**src/hdl/crcbe_map.svh**
```systemverilog
// Register offsets, reset values and polynomial constants of the CRC byte engine
`ifndef CRCBE_MAP_SVH
`define CRCBE_MAP_SVH
`define CRCBE_OFF_HIGH     4'h0
`define CRCBE_OFF_LOW      4'h4
`define CRCBE_OFF_STOP     4'h8
`define CRCBE_STOP_LIGHT   0
`define CRCBE_STOP_DEEP    1
`define CRCBE_POLY         16'h1021
`define CRCBE_CRC_RESET    16'h0000
`define CRCBE_READ_UNMAPPED 32'h0000_0000
`endif

```
**src/hdl/crcbe_pkg.sv**
```systemverilog
// Types of the CRC byte engine
package crcbe_pkg;
	typedef logic [15:0] crcbe_crc_t;
	typedef logic [7:0]  crcbe_byte_t;
	typedef enum logic [1:0] {CRCBE_IDLE, CRCBE_ARMED} crcbe_seed_e;
endpackage

```
**src/hdl/crcbe_top.sv**
```systemverilog
// CRC16-CCITT byte engine with Avalon-MM slave
// Functional notes
// - High write loads byte into CRC bits 15:8 and arms seed sequence.
// - Armed low write loads CRC bits 7:0, disarms, no shifting.
// - Unarmed low write is message data clocked through 16-bit generator.
// - Message bits enter MSB first, LSB last.
// - All 8 bits done; result readable next bus cycle.
// - High read returns current CRC bits 15:8.
// - Low read returns current CRC bits 7:0.
// - Polynomial x^16+x^12+x^5+1, 0x1021.
// - Direct circuit, programmable seed, no augmentation, result never complemented.
// - New CRC value presented after every 8 bits shifted.
// - Later high write starts a fresh independent calculation.
// - "123456789" gives 0x31c3 with seed 0, 0x29b1 with seed 0xffff.
// - Seed 0x1d0f matches zero-augmented variant with seed 0xffff.
// - Recovery from deep stop returns all CRC state to reset.
// - Light stop freezes calculation; resumes unchanged on return.
//
// The address map and the Avalon-MM interface to the registers were decided locally.
`timescale 1ns/1ps
`include "crcbe_map.svh"
module crcbe_top
	import crcbe_pkg::*;
(
	input  wire logic        clk,           // 40 MHz bus clock
	input  wire logic        reset_n,       // Async reset, active low
	input  wire logic [3:0]  address,       // Byte address
	input  wire logic        read,          // Read request
	input  wire logic        write,         // Write request
	input  wire logic [31:0] writedata,     // Write data
	input  wire logic [3:0]  byteenable,    // Byte lanes
	output logic      [31:0] readdata,      // Read data
	output logic             waitrequest,   // Stall
	output crcbe_pkg::crcbe_crc_t crc_value // Current CRC
);
	import crcbe_pkg::*;

	crcbe_crc_t  crc;
	crcbe_seed_e seed_state;
	logic [1:0]  stop_ctl;
	logic        light_stop;
	logic        deep_stop;
	logic        deep_exit;
	logic        rd_ready;
	logic        stall;
	logic        wr_high;
	logic        wr_low;
	logic        wr_stop;
	crcbe_crc_t  next_crc;

	// Light stop stalls the bus so a write, except to stop control, waits until run mode
	assign light_stop  = stop_ctl[`CRCBE_STOP_LIGHT];
	assign deep_stop   = stop_ctl[`CRCBE_STOP_DEEP];
	assign stall       = light_stop & ~(write & (address == `CRCBE_OFF_STOP));
	// Writes take no wait state outside light stop; reads wait one cycle for registered data
	assign waitrequest = (write & stall) | (read & (stall | ~rd_ready));
	assign wr_high = write & ~waitrequest & (address == `CRCBE_OFF_HIGH) & byteenable[0];
	assign wr_low  = write & ~waitrequest & (address == `CRCBE_OFF_LOW) & byteenable[0];
	assign wr_stop = write & ~waitrequest & (address == `CRCBE_OFF_STOP) & byteenable[0];
	// Deep stop exit resets state at the edge taking the clearing write
	assign deep_exit = wr_stop & deep_stop & ~writedata[`CRCBE_STOP_DEEP];
	assign crc_value = crc;

	// Whole byte through the generator in one cycle, MSB first
	always_comb
	begin
		next_crc = crc;
		for (int i = 7; i >= 0; i--)
		begin
			if (next_crc[15] ^ writedata[i])
				next_crc = {next_crc[14:0], 1'b0} ^ `CRCBE_POLY;
			else
				next_crc = {next_crc[14:0], 1'b0};
		end
	end

	// Read data captured; the read is answered in the next cycle
	always_ff @(posedge clk or negedge reset_n)
	begin
		if (!reset_n)
			rd_ready <= 1'b0;
		else
			rd_ready <= read & ~stall & ~rd_ready;
	end

	always_ff @(posedge clk or negedge reset_n)
	begin
		if (!reset_n)
			stop_ctl <= 2'h0;
		else if (wr_stop)
			stop_ctl <= writedata[1:0];
	end

	always_ff @(posedge clk or negedge reset_n)
	begin
		if (!reset_n)
			seed_state <= CRCBE_IDLE;
		else if (deep_exit)
			seed_state <= CRCBE_IDLE;
		else if (wr_high)
			seed_state <= CRCBE_ARMED;
		else if (wr_low)
			seed_state <= CRCBE_IDLE;
	end

	always_ff @(posedge clk or negedge reset_n)
	begin
		if (!reset_n)
			crc <= `CRCBE_CRC_RESET;
		else if (deep_exit)
			crc <= `CRCBE_CRC_RESET;
		else if (wr_high)
			crc[15:8] <= writedata[7:0];
		else if (wr_low)
		begin
			case (seed_state)
				CRCBE_ARMED: crc[7:0] <= writedata[7:0];
				CRCBE_IDLE:  crc <= next_crc;
				default:     crc <= crc;
			endcase
		end
	end

	// Registered read data, from the live shift register
	always_ff @(posedge clk or negedge reset_n)
	begin
		if (!reset_n)
			readdata <= 32'h0000_0000;
		else if (read & ~stall & ~rd_ready)
		begin
			case (address)
				`CRCBE_OFF_HIGH: readdata <= {24'h00_0000, crc[15:8]};
				`CRCBE_OFF_LOW:  readdata <= {24'h00_0000, crc[7:0]};
				`CRCBE_OFF_STOP: readdata <= {24'h00_0000, 6'h00, stop_ctl};
				default:         readdata <= `CRCBE_READ_UNMAPPED;
			endcase
		end
	end

	// Reference step of the generator for checking
	function automatic crcbe_crc_t ref_step(input crcbe_crc_t c, input crcbe_byte_t d);
		crcbe_crc_t r;
		r = c ^ {d, 8'h00};
		for (int k = 0; k < 8; k++)
			r = r[15] ? ({r[14:0], 1'b0} ^ 16'h1021) : {r[14:0], 1'b0};
		return r;
	endfunction

	property p_seed_high;
		@(posedge clk) disable iff (!reset_n)
		wr_high & ~deep_exit |=> (crc[15:8] == $past(writedata[7:0])) && (seed_state == CRCBE_ARMED);
	endproperty
	a_seed_high: assert property (p_seed_high) else $error("High write did not seed");

	property p_seed_low;
		@(posedge clk) disable iff (!reset_n)
		wr_low & ~deep_exit & (seed_state == CRCBE_ARMED) |=>
			(crc == {$past(crc[15:8]), $past(writedata[7:0])}) && (seed_state == CRCBE_IDLE);
	endproperty
	a_seed_low: assert property (p_seed_low) else $error("Low seed write wrong");

	property p_data_byte;
		@(posedge clk) disable iff (!reset_n)
		wr_low & ~deep_exit & (seed_state == CRCBE_IDLE) |=>
			crc == ref_step($past(crc), $past(writedata[7:0]));
	endproperty
	a_data_byte: assert property (p_data_byte) else $error("Data byte CRC wrong");

	property p_hold;
		@(posedge clk) disable iff (!reset_n)
		~wr_low & ~wr_high & ~deep_exit |=> $stable(crc);
	endproperty
	a_hold: assert property (p_hold) else $error("CRC changed without write");

	property p_read_high;
		@(posedge clk) disable iff (!reset_n)
		read & ~waitrequest & (address == `CRCBE_OFF_HIGH) |-> readdata == {24'h00_0000, crc[15:8]};
	endproperty
	a_read_high: assert property (p_read_high) else $error("High read wrong");

	property p_read_low;
		@(posedge clk) disable iff (!reset_n)
		read & ~waitrequest & (address == `CRCBE_OFF_LOW) |-> readdata == {24'h00_0000, crc[7:0]};
	endproperty
	a_read_low: assert property (p_read_low) else $error("Low read wrong");

	property p_deep_reset;
		@(posedge clk) disable iff (!reset_n)
		deep_exit |=> (crc == 16'h0000) && (seed_state == CRCBE_IDLE);
	endproperty
	a_deep_reset: assert property (p_deep_reset) else $error("Deep stop exit not reset");

	property p_light_stall;
		@(posedge clk) disable iff (!reset_n)
		light_stop & write & (address == `CRCBE_OFF_LOW) |-> waitrequest;
	endproperty
	a_light_stall: assert property (p_light_stall) else $error("Light stop did not stall");

	property p_reset_idle;
		@(posedge clk)
		$rose(reset_n) |-> seed_state == CRCBE_IDLE;
	endproperty
	a_reset_idle: assert property (p_reset_idle) else $error("Armed after reset");

	// Bus timing and register checks
	property p_wr_no_wait;
		@(posedge clk) disable iff (!reset_n)
		write & ~light_stop |-> ~waitrequest;
	endproperty
	a_wr_no_wait: assert property (p_wr_no_wait) else $error("Write stalled outside light stop");

	property p_rd_one_wait;
		@(posedge clk) disable iff (!reset_n)
		read & ~rd_ready |-> waitrequest;
	endproperty
	a_rd_one_wait: assert property (p_rd_one_wait) else $error("Read answered before data ready");

	property p_rd_ready_pulse;
		@(posedge clk) disable iff (!reset_n)
		rd_ready |=> ~rd_ready;
	endproperty
	a_rd_ready_pulse: assert property (p_rd_ready_pulse) else $error("Read ready held too long");

	property p_stop_exempt;
		@(posedge clk) disable iff (!reset_n)
		write & (address == `CRCBE_OFF_STOP) |-> ~waitrequest;
	endproperty
	a_stop_exempt: assert property (p_stop_exempt) else $error("Stop control write stalled");

	property p_stall_read;
		@(posedge clk) disable iff (!reset_n)
		light_stop & read |-> waitrequest;
	endproperty
	a_stall_read: assert property (p_stall_read) else $error("Read not stalled in light stop");

	property p_be_ignored;
		@(posedge clk) disable iff (!reset_n)
		write & ~byteenable[0] |=> $stable(crc) && $stable(stop_ctl) && $stable(seed_state);
	endproperty
	a_be_ignored: assert property (p_be_ignored) else $error("Masked write took effect");

	property p_unmapped_read;
		@(posedge clk) disable iff (!reset_n)
		read & ~waitrequest & (address != `CRCBE_OFF_HIGH) & (address != `CRCBE_OFF_LOW)
			& (address != `CRCBE_OFF_STOP) |-> readdata == 32'h0000_0000;
	endproperty
	a_unmapped_read: assert property (p_unmapped_read) else $error("Unmapped read not zero");

	property p_read_stop;
		@(posedge clk) disable iff (!reset_n)
		read & ~waitrequest & (address == `CRCBE_OFF_STOP) |-> readdata == {24'h00_0000, 6'h00, stop_ctl};
	endproperty
	a_read_stop: assert property (p_read_stop) else $error("Stop control read wrong");

	property p_stop_write;
		@(posedge clk) disable iff (!reset_n)
		wr_stop |=> stop_ctl == $past(writedata[1:0]);
	endproperty
	a_stop_write: assert property (p_stop_write) else $error("Stop control write lost");

	property p_readdata_hold;
		@(posedge clk) disable iff (!reset_n)
		~(read & ~light_stop & ~rd_ready) |=> $stable(readdata);
	endproperty
	a_readdata_hold: assert property (p_readdata_hold) else $error("Read data moved without read");

	property p_high_keeps_low;
		@(posedge clk) disable iff (!reset_n)
		wr_high & ~deep_exit |=> crc[7:0] == $past(crc[7:0]);
	endproperty
	a_high_keeps_low: assert property (p_high_keeps_low) else $error("High write touched low byte");

	property p_light_freeze;
		@(posedge clk) disable iff (!reset_n)
		light_stop & ~deep_exit |=> $stable(crc) && $stable(seed_state);
	endproperty
	a_light_freeze: assert property (p_light_freeze) else $error("State moved in light stop");

	property p_data_stays_idle;
		@(posedge clk) disable iff (!reset_n)
		wr_low & (seed_state == CRCBE_IDLE) |=> seed_state == CRCBE_IDLE;
	endproperty
	a_data_stays_idle: assert property (p_data_stays_idle) else $error("Data byte armed seed");

	property p_read_no_effect;
		@(posedge clk) disable iff (!reset_n)
		read & ~write |=> $stable(crc) && $stable(seed_state);
	endproperty
	a_read_no_effect: assert property (p_read_no_effect) else $error("Read altered CRC state");

	property p_idle_stays;
		@(posedge clk) disable iff (!reset_n)
		(seed_state == CRCBE_IDLE) & ~wr_high |=> seed_state == CRCBE_IDLE;
	endproperty
	a_idle_stays: assert property (p_idle_stays) else $error("Seed armed without high write");

	property p_msb_first;
		@(posedge clk) disable iff (!reset_n)
		wr_low & (seed_state == CRCBE_IDLE) & (crc == 16'h0000) & (writedata[7:0] == 8'h01) |=> crc == `CRCBE_POLY;
	endproperty
	a_msb_first: assert property (p_msb_first) else $error("Bit order or polynomial wrong");

	property p_waitreq_idle;
		@(posedge clk) disable iff (!reset_n)
		~read & ~write |-> ~waitrequest;
	endproperty
	a_waitreq_idle: assert property (p_waitreq_idle) else $error("Stall without request");

	property p_rd_ready_cause;
		@(posedge clk) disable iff (!reset_n)
		rd_ready |-> $past(read) && !$past(light_stop);
	endproperty
	a_rd_ready_cause: assert property (p_rd_ready_cause) else $error("Read ready without read");

	property p_light_stall_high;
		@(posedge clk) disable iff (!reset_n)
		light_stop & write & (address == `CRCBE_OFF_HIGH) |-> waitrequest;
	endproperty
	a_light_stall_high: assert property (p_light_stall_high) else $error("High write not stalled");

	property p_write_no_readdata;
		@(posedge clk) disable iff (!reset_n)
		write |=> $stable(readdata);
	endproperty
	a_write_no_readdata: assert property (p_write_no_readdata) else $error("Write moved read data");

	property p_readdata_upper;
		@(posedge clk) disable iff (!reset_n)
		1'b1 |-> readdata[31:8] == 24'h00_0000;
	endproperty
	a_readdata_upper: assert property (p_readdata_upper) else $error("Upper read data not zero");

	property p_no_stop_change;
		@(posedge clk) disable iff (!reset_n)
		~wr_stop |=> $stable(stop_ctl);
	endproperty
	a_no_stop_change: assert property (p_no_stop_change) else $error("Stop control moved alone");

	property p_armed_hold;
		@(posedge clk) disable iff (!reset_n)
		(seed_state == CRCBE_ARMED) & ~wr_low & ~deep_exit |=> seed_state == CRCBE_ARMED;
	endproperty
	a_armed_hold: assert property (p_armed_hold) else $error("Seed sequence dropped");

	c_seed: cover property (@(posedge clk) disable iff (!reset_n) wr_high ##[1:4] wr_low ##[1:4] wr_low);
	c_data2: cover property (@(posedge clk) disable iff (!reset_n) wr_low ##1 wr_low);
	c_light: cover property (@(posedge clk) disable iff (!reset_n) light_stop & write ##1 waitrequest);
	c_deep: cover property (@(posedge clk) disable iff (!reset_n) deep_exit);
endmodule // crcbe_top

```
**config.mk**
```make
export PLATFORM = sky130hd
export DESIGN_NAME = crcbe_top
export DESIGN_NICKNAME = d
export VERILOG_FILES = /design/src/hdl/crcbe_pkg.sv /design/src/hdl/crcbe_top.sv
export VERILOG_INCLUDE_DIRS = /design/src /design/src/hdl
export SDC_FILE = /design/constraint.sdc
export NUM_CORES = 1
export LEC_CHECK = 0
export BUFFER_PORTS_ARGS = -buffer_cell sky130_fd_sc_hd__buf_4
export CAP_MARGIN = 5
export CORE_ASPECT_RATIO = 2
export CORE_MARGIN = 2
export CORE_UTILIZATION = 50
export CTS_CLUSTER_SIZE = 10
export DETAILED_ROUTE_END_ITERATION = 8
export HOLD_SLACK_MARGIN = 0.08
export PLACE_DENSITY = 0.93
export SYNTH_ARGS = -nofsm -noshare
export SYNTH_HDL_FRONTEND = slang
export SYNTH_SLANG_ARGS = --single-unit
```
**constraint.sdc**
```tcl
create_clock -name clk -period 3.2 [get_ports clk]
set_input_delay 0.32 -clock clk [delete_from_list [all_inputs] [get_ports clk]]
set_output_delay 0.32 -clock clk [all_outputs]
set_load 0.01 [all_outputs]
```
==> run_results.csv <==
group,metric,value,unit
worst_setup_path,worstPathArrival,2.11,ns
timing,setup_viol,0,
placement,hpwl,3580,um
power_and_ir_drop,peakVddDrop,0.413,mV
clock_network,cts_buffers,3,
power_and_ir_drop,leakagePower,0.00112,uW
route,drc,0,
yosys,synth_enable_flop_cells,0,
worst_setup_path,timing.rr.start,"rd_ready$_DFF_PN0_",
clock_network,cts_setup_buffers,0,
route,vias,1734,
global_route,gr-total-overflow,0,
worst_setup_path,cp_slowest_cell,"nor2b_1",
clock_network,ctsRootBufferMaster,"clkbuf_8",
yosys,async_flop_share,1.00,
worst_setup_path,cp_cell_sequence,"nor2b_1 > a211oi_2 > nand2_1 > a21oi_1 > nor4_2",
placement,place_congestion,0.937,
die,die_y,94.9,um
job,cap_violations,0,
timing,max_freq,521,MHz
route,drt_iter0_markers,51,
final_layout,drive_above_1_share,0.242,
route,drt_wl_total,4850,um
final_layout,layout_common_cells,"buf_4, nand2_1, dfrtp_1",
timing,tightestPinTransition,0.666,ns
yosys,avgSynthCellArea,9.31,um2
yosys,synth_cell_type_count,46,
global_route,grt_pass1_wl,7440,um
worst_setup_path,start_kind,"register",
final_layout,diodes,0,
final_layout,nets,305,
clock_network,cts_max_path_buffers,2,
yosys,synth_flop_cell,"dfrtp_1",
global_route,grt_pass1_vias,1601,
global_route,antenna_found_initial,0,
final_layout,utilization,0.587,
clock_network,postCtsResizedCells,0,
die,die_area,4700,um2
clock_network,cts.clk_slew.worst_paths,0.10,ns
placement,port_buffers,41,
global_route,track_usage,0.205,
route,routedWlPerCell,15.5,um
final_layout,design_area,2370,um2
global_route,grt_max_degree,29,
worst_setup_path,slowest_delay,0.53,ns
placement,place_area,2290,um2
final_layout,multiInputGateArea,1210,um2
clock_network,clk_latency,0.28,ns
worst_hold_path,min_from,"writedata[2]",
die,initial_core_util,0.511,
timing,slew_violations,0,
worst_setup_path,worstSetupStartpoint,"rd_ready$_DFF_PN0_",
route,dr.pass1.iters,4,
die,fp-row-count,33,
die,die_w,49.5,um
yosys,yosysWarnings,0,
final_layout,area_growth,14.9,%
final_layout,final_common_cell,"buf_4",
timing,tns,0,ns
yosys,synth-seq-area-share,0.339,
power_and_ir_drop,power_density,688,nW/um2
timing,fin_skew,0.00569,ns
yosys,netlist_instances,222,
worst_setup_path,crit_fanout,9,
clock_network,cts_tree,"yes",
clock_network,htreeDepth,1,
die,num_io_pins,93,
worst_hold_path,holdCritPathClass,"in -> reg",
worst_setup_path,critical_path_required,3.39,ns
worst_setup_path,end_kind,"register",
route,ant_nets,0,
timing,rsz0062_at_grt,"false",
timing,relSlewSlack,0.555,
clock_network,cts.sinks,28,
worst_setup_path,worstSetupPathType,"reg -> reg",
timing,period_share,0.600,
final_layout,n_fill_cell,362,
timing,min_period,1.92,ns
yosys,synth-seq-cells,28,
route,via_per_inst,5.56,
timing,hold_viol,0,
die,core_area,4050,um2
final_layout,ff_latch_area,701,um2
outcome,outcome,"finished clean",
yosys,synthesis.area,2070,um2
-- cells in the mapped netlist (3+ instances only) --
master,count,area [um2]
mux2i_1,8,80.1
nand2_1,34,128
dfrtp_1,28,701
xnor2_1,23,201
nor2_1,15,56.3
xor2_1,4,35.0
nor3_1,3,15.0
o21ai_0,22,110
a21oi_1,10,50.1
buf_4,27,203
xnor3_1,3,67.6
or2_2,3,18.8
-- metal layers --
layer	GRT usage	wire length, um
met2	0.378	2630
met4	0.132	195
met5	0	0
met1	0.222	1750
met3	0.0142	260
-- cells by family (layout without fill, tap and decap cells) --
logic type	after synthesis	in the layout	synth area share
muxes	10	10	0.0496
buffers and inverters	33	48	0.116
AOI/OAI and AO/OA	43	43	0.137
xor gates and xnor gates	32	32	0.170
other	1	24	0.00181
DFF	28	28	0.339
and+or+nand+nor	75	75	0.186
-- flip-flops by register name, summed over array words and instances (netlist names) --
register and count:
readdata 8, crc_value 16, rd_ready 1, seed_state 1, stop_ctl 2
-- stage by stage --
step           hold slack (ns)  instances  power, uW  setup WS (ns)
2_1_floorplan           0.0244        245       1130           1.58
3_3_place_gp             0.256        307       1310           1.18
3_5_place_dp             0.259        307       1350           1.12
4_1_cts                  0.299        312       1630           1.32
5_1_grt                  0.288        312       1730           1.20
6_report                 0.298        312       1630           1.28
-- timing repair --
action | 4_1_cts | 5_1_grt
hold buffers | 1 | 0
setup endpoints to repair | 0 | 0
hold endpoints to repair | 28 | 0
-- layout make-up --
cell class,count,area share
sequential,28,0.295
timing repair buffer,42,0.134
tap,52,0.0274
clock buffer,3,0.0174
inverter,2,0.00316
clock inverter,1,0.0126
multi-input combinational,184,0.511
-- where the power goes --
group	internal [uW]	total, uW	switching (uW)	leakage (uW)
Combinational	431	785	353	0.000717
Clock	168	281	114	0.0000357
Sequential	435	568	133	0.000365
Total	1030	1630	600	0.00112
-- path summary, 6_finish.rpt --
path,to,slack (ns),cells past startpoint
max in group asynchronous,readdata[5]$_DFFE_PN0P_,2.43,2
hold reg to reg,readdata[6]$_DFFE_PN0P_,0.49,2
setup reg to reg,crc_value[14]$_DFFE_PN0P_,1.28,5
hold / removal,crc_value[10]$_DFFE_PN0P_,0.30,3
setup / recovery,crc_value[14]$_DFFE_PN0P_,1.28,5
min in group asynchronous,crc_value[1]$_DFFE_PN0P_,0.50,2
-- critical path, delay by kind of cell, from the launching register on --
family           cells  cell delay (ns)
AO/OA/AOI/OAI        2             0.31
flip-flops           1             0.39
AND/OR/NAND/NOR      3             1.13
No activity file was read; power rests on OpenSTA's default activity.
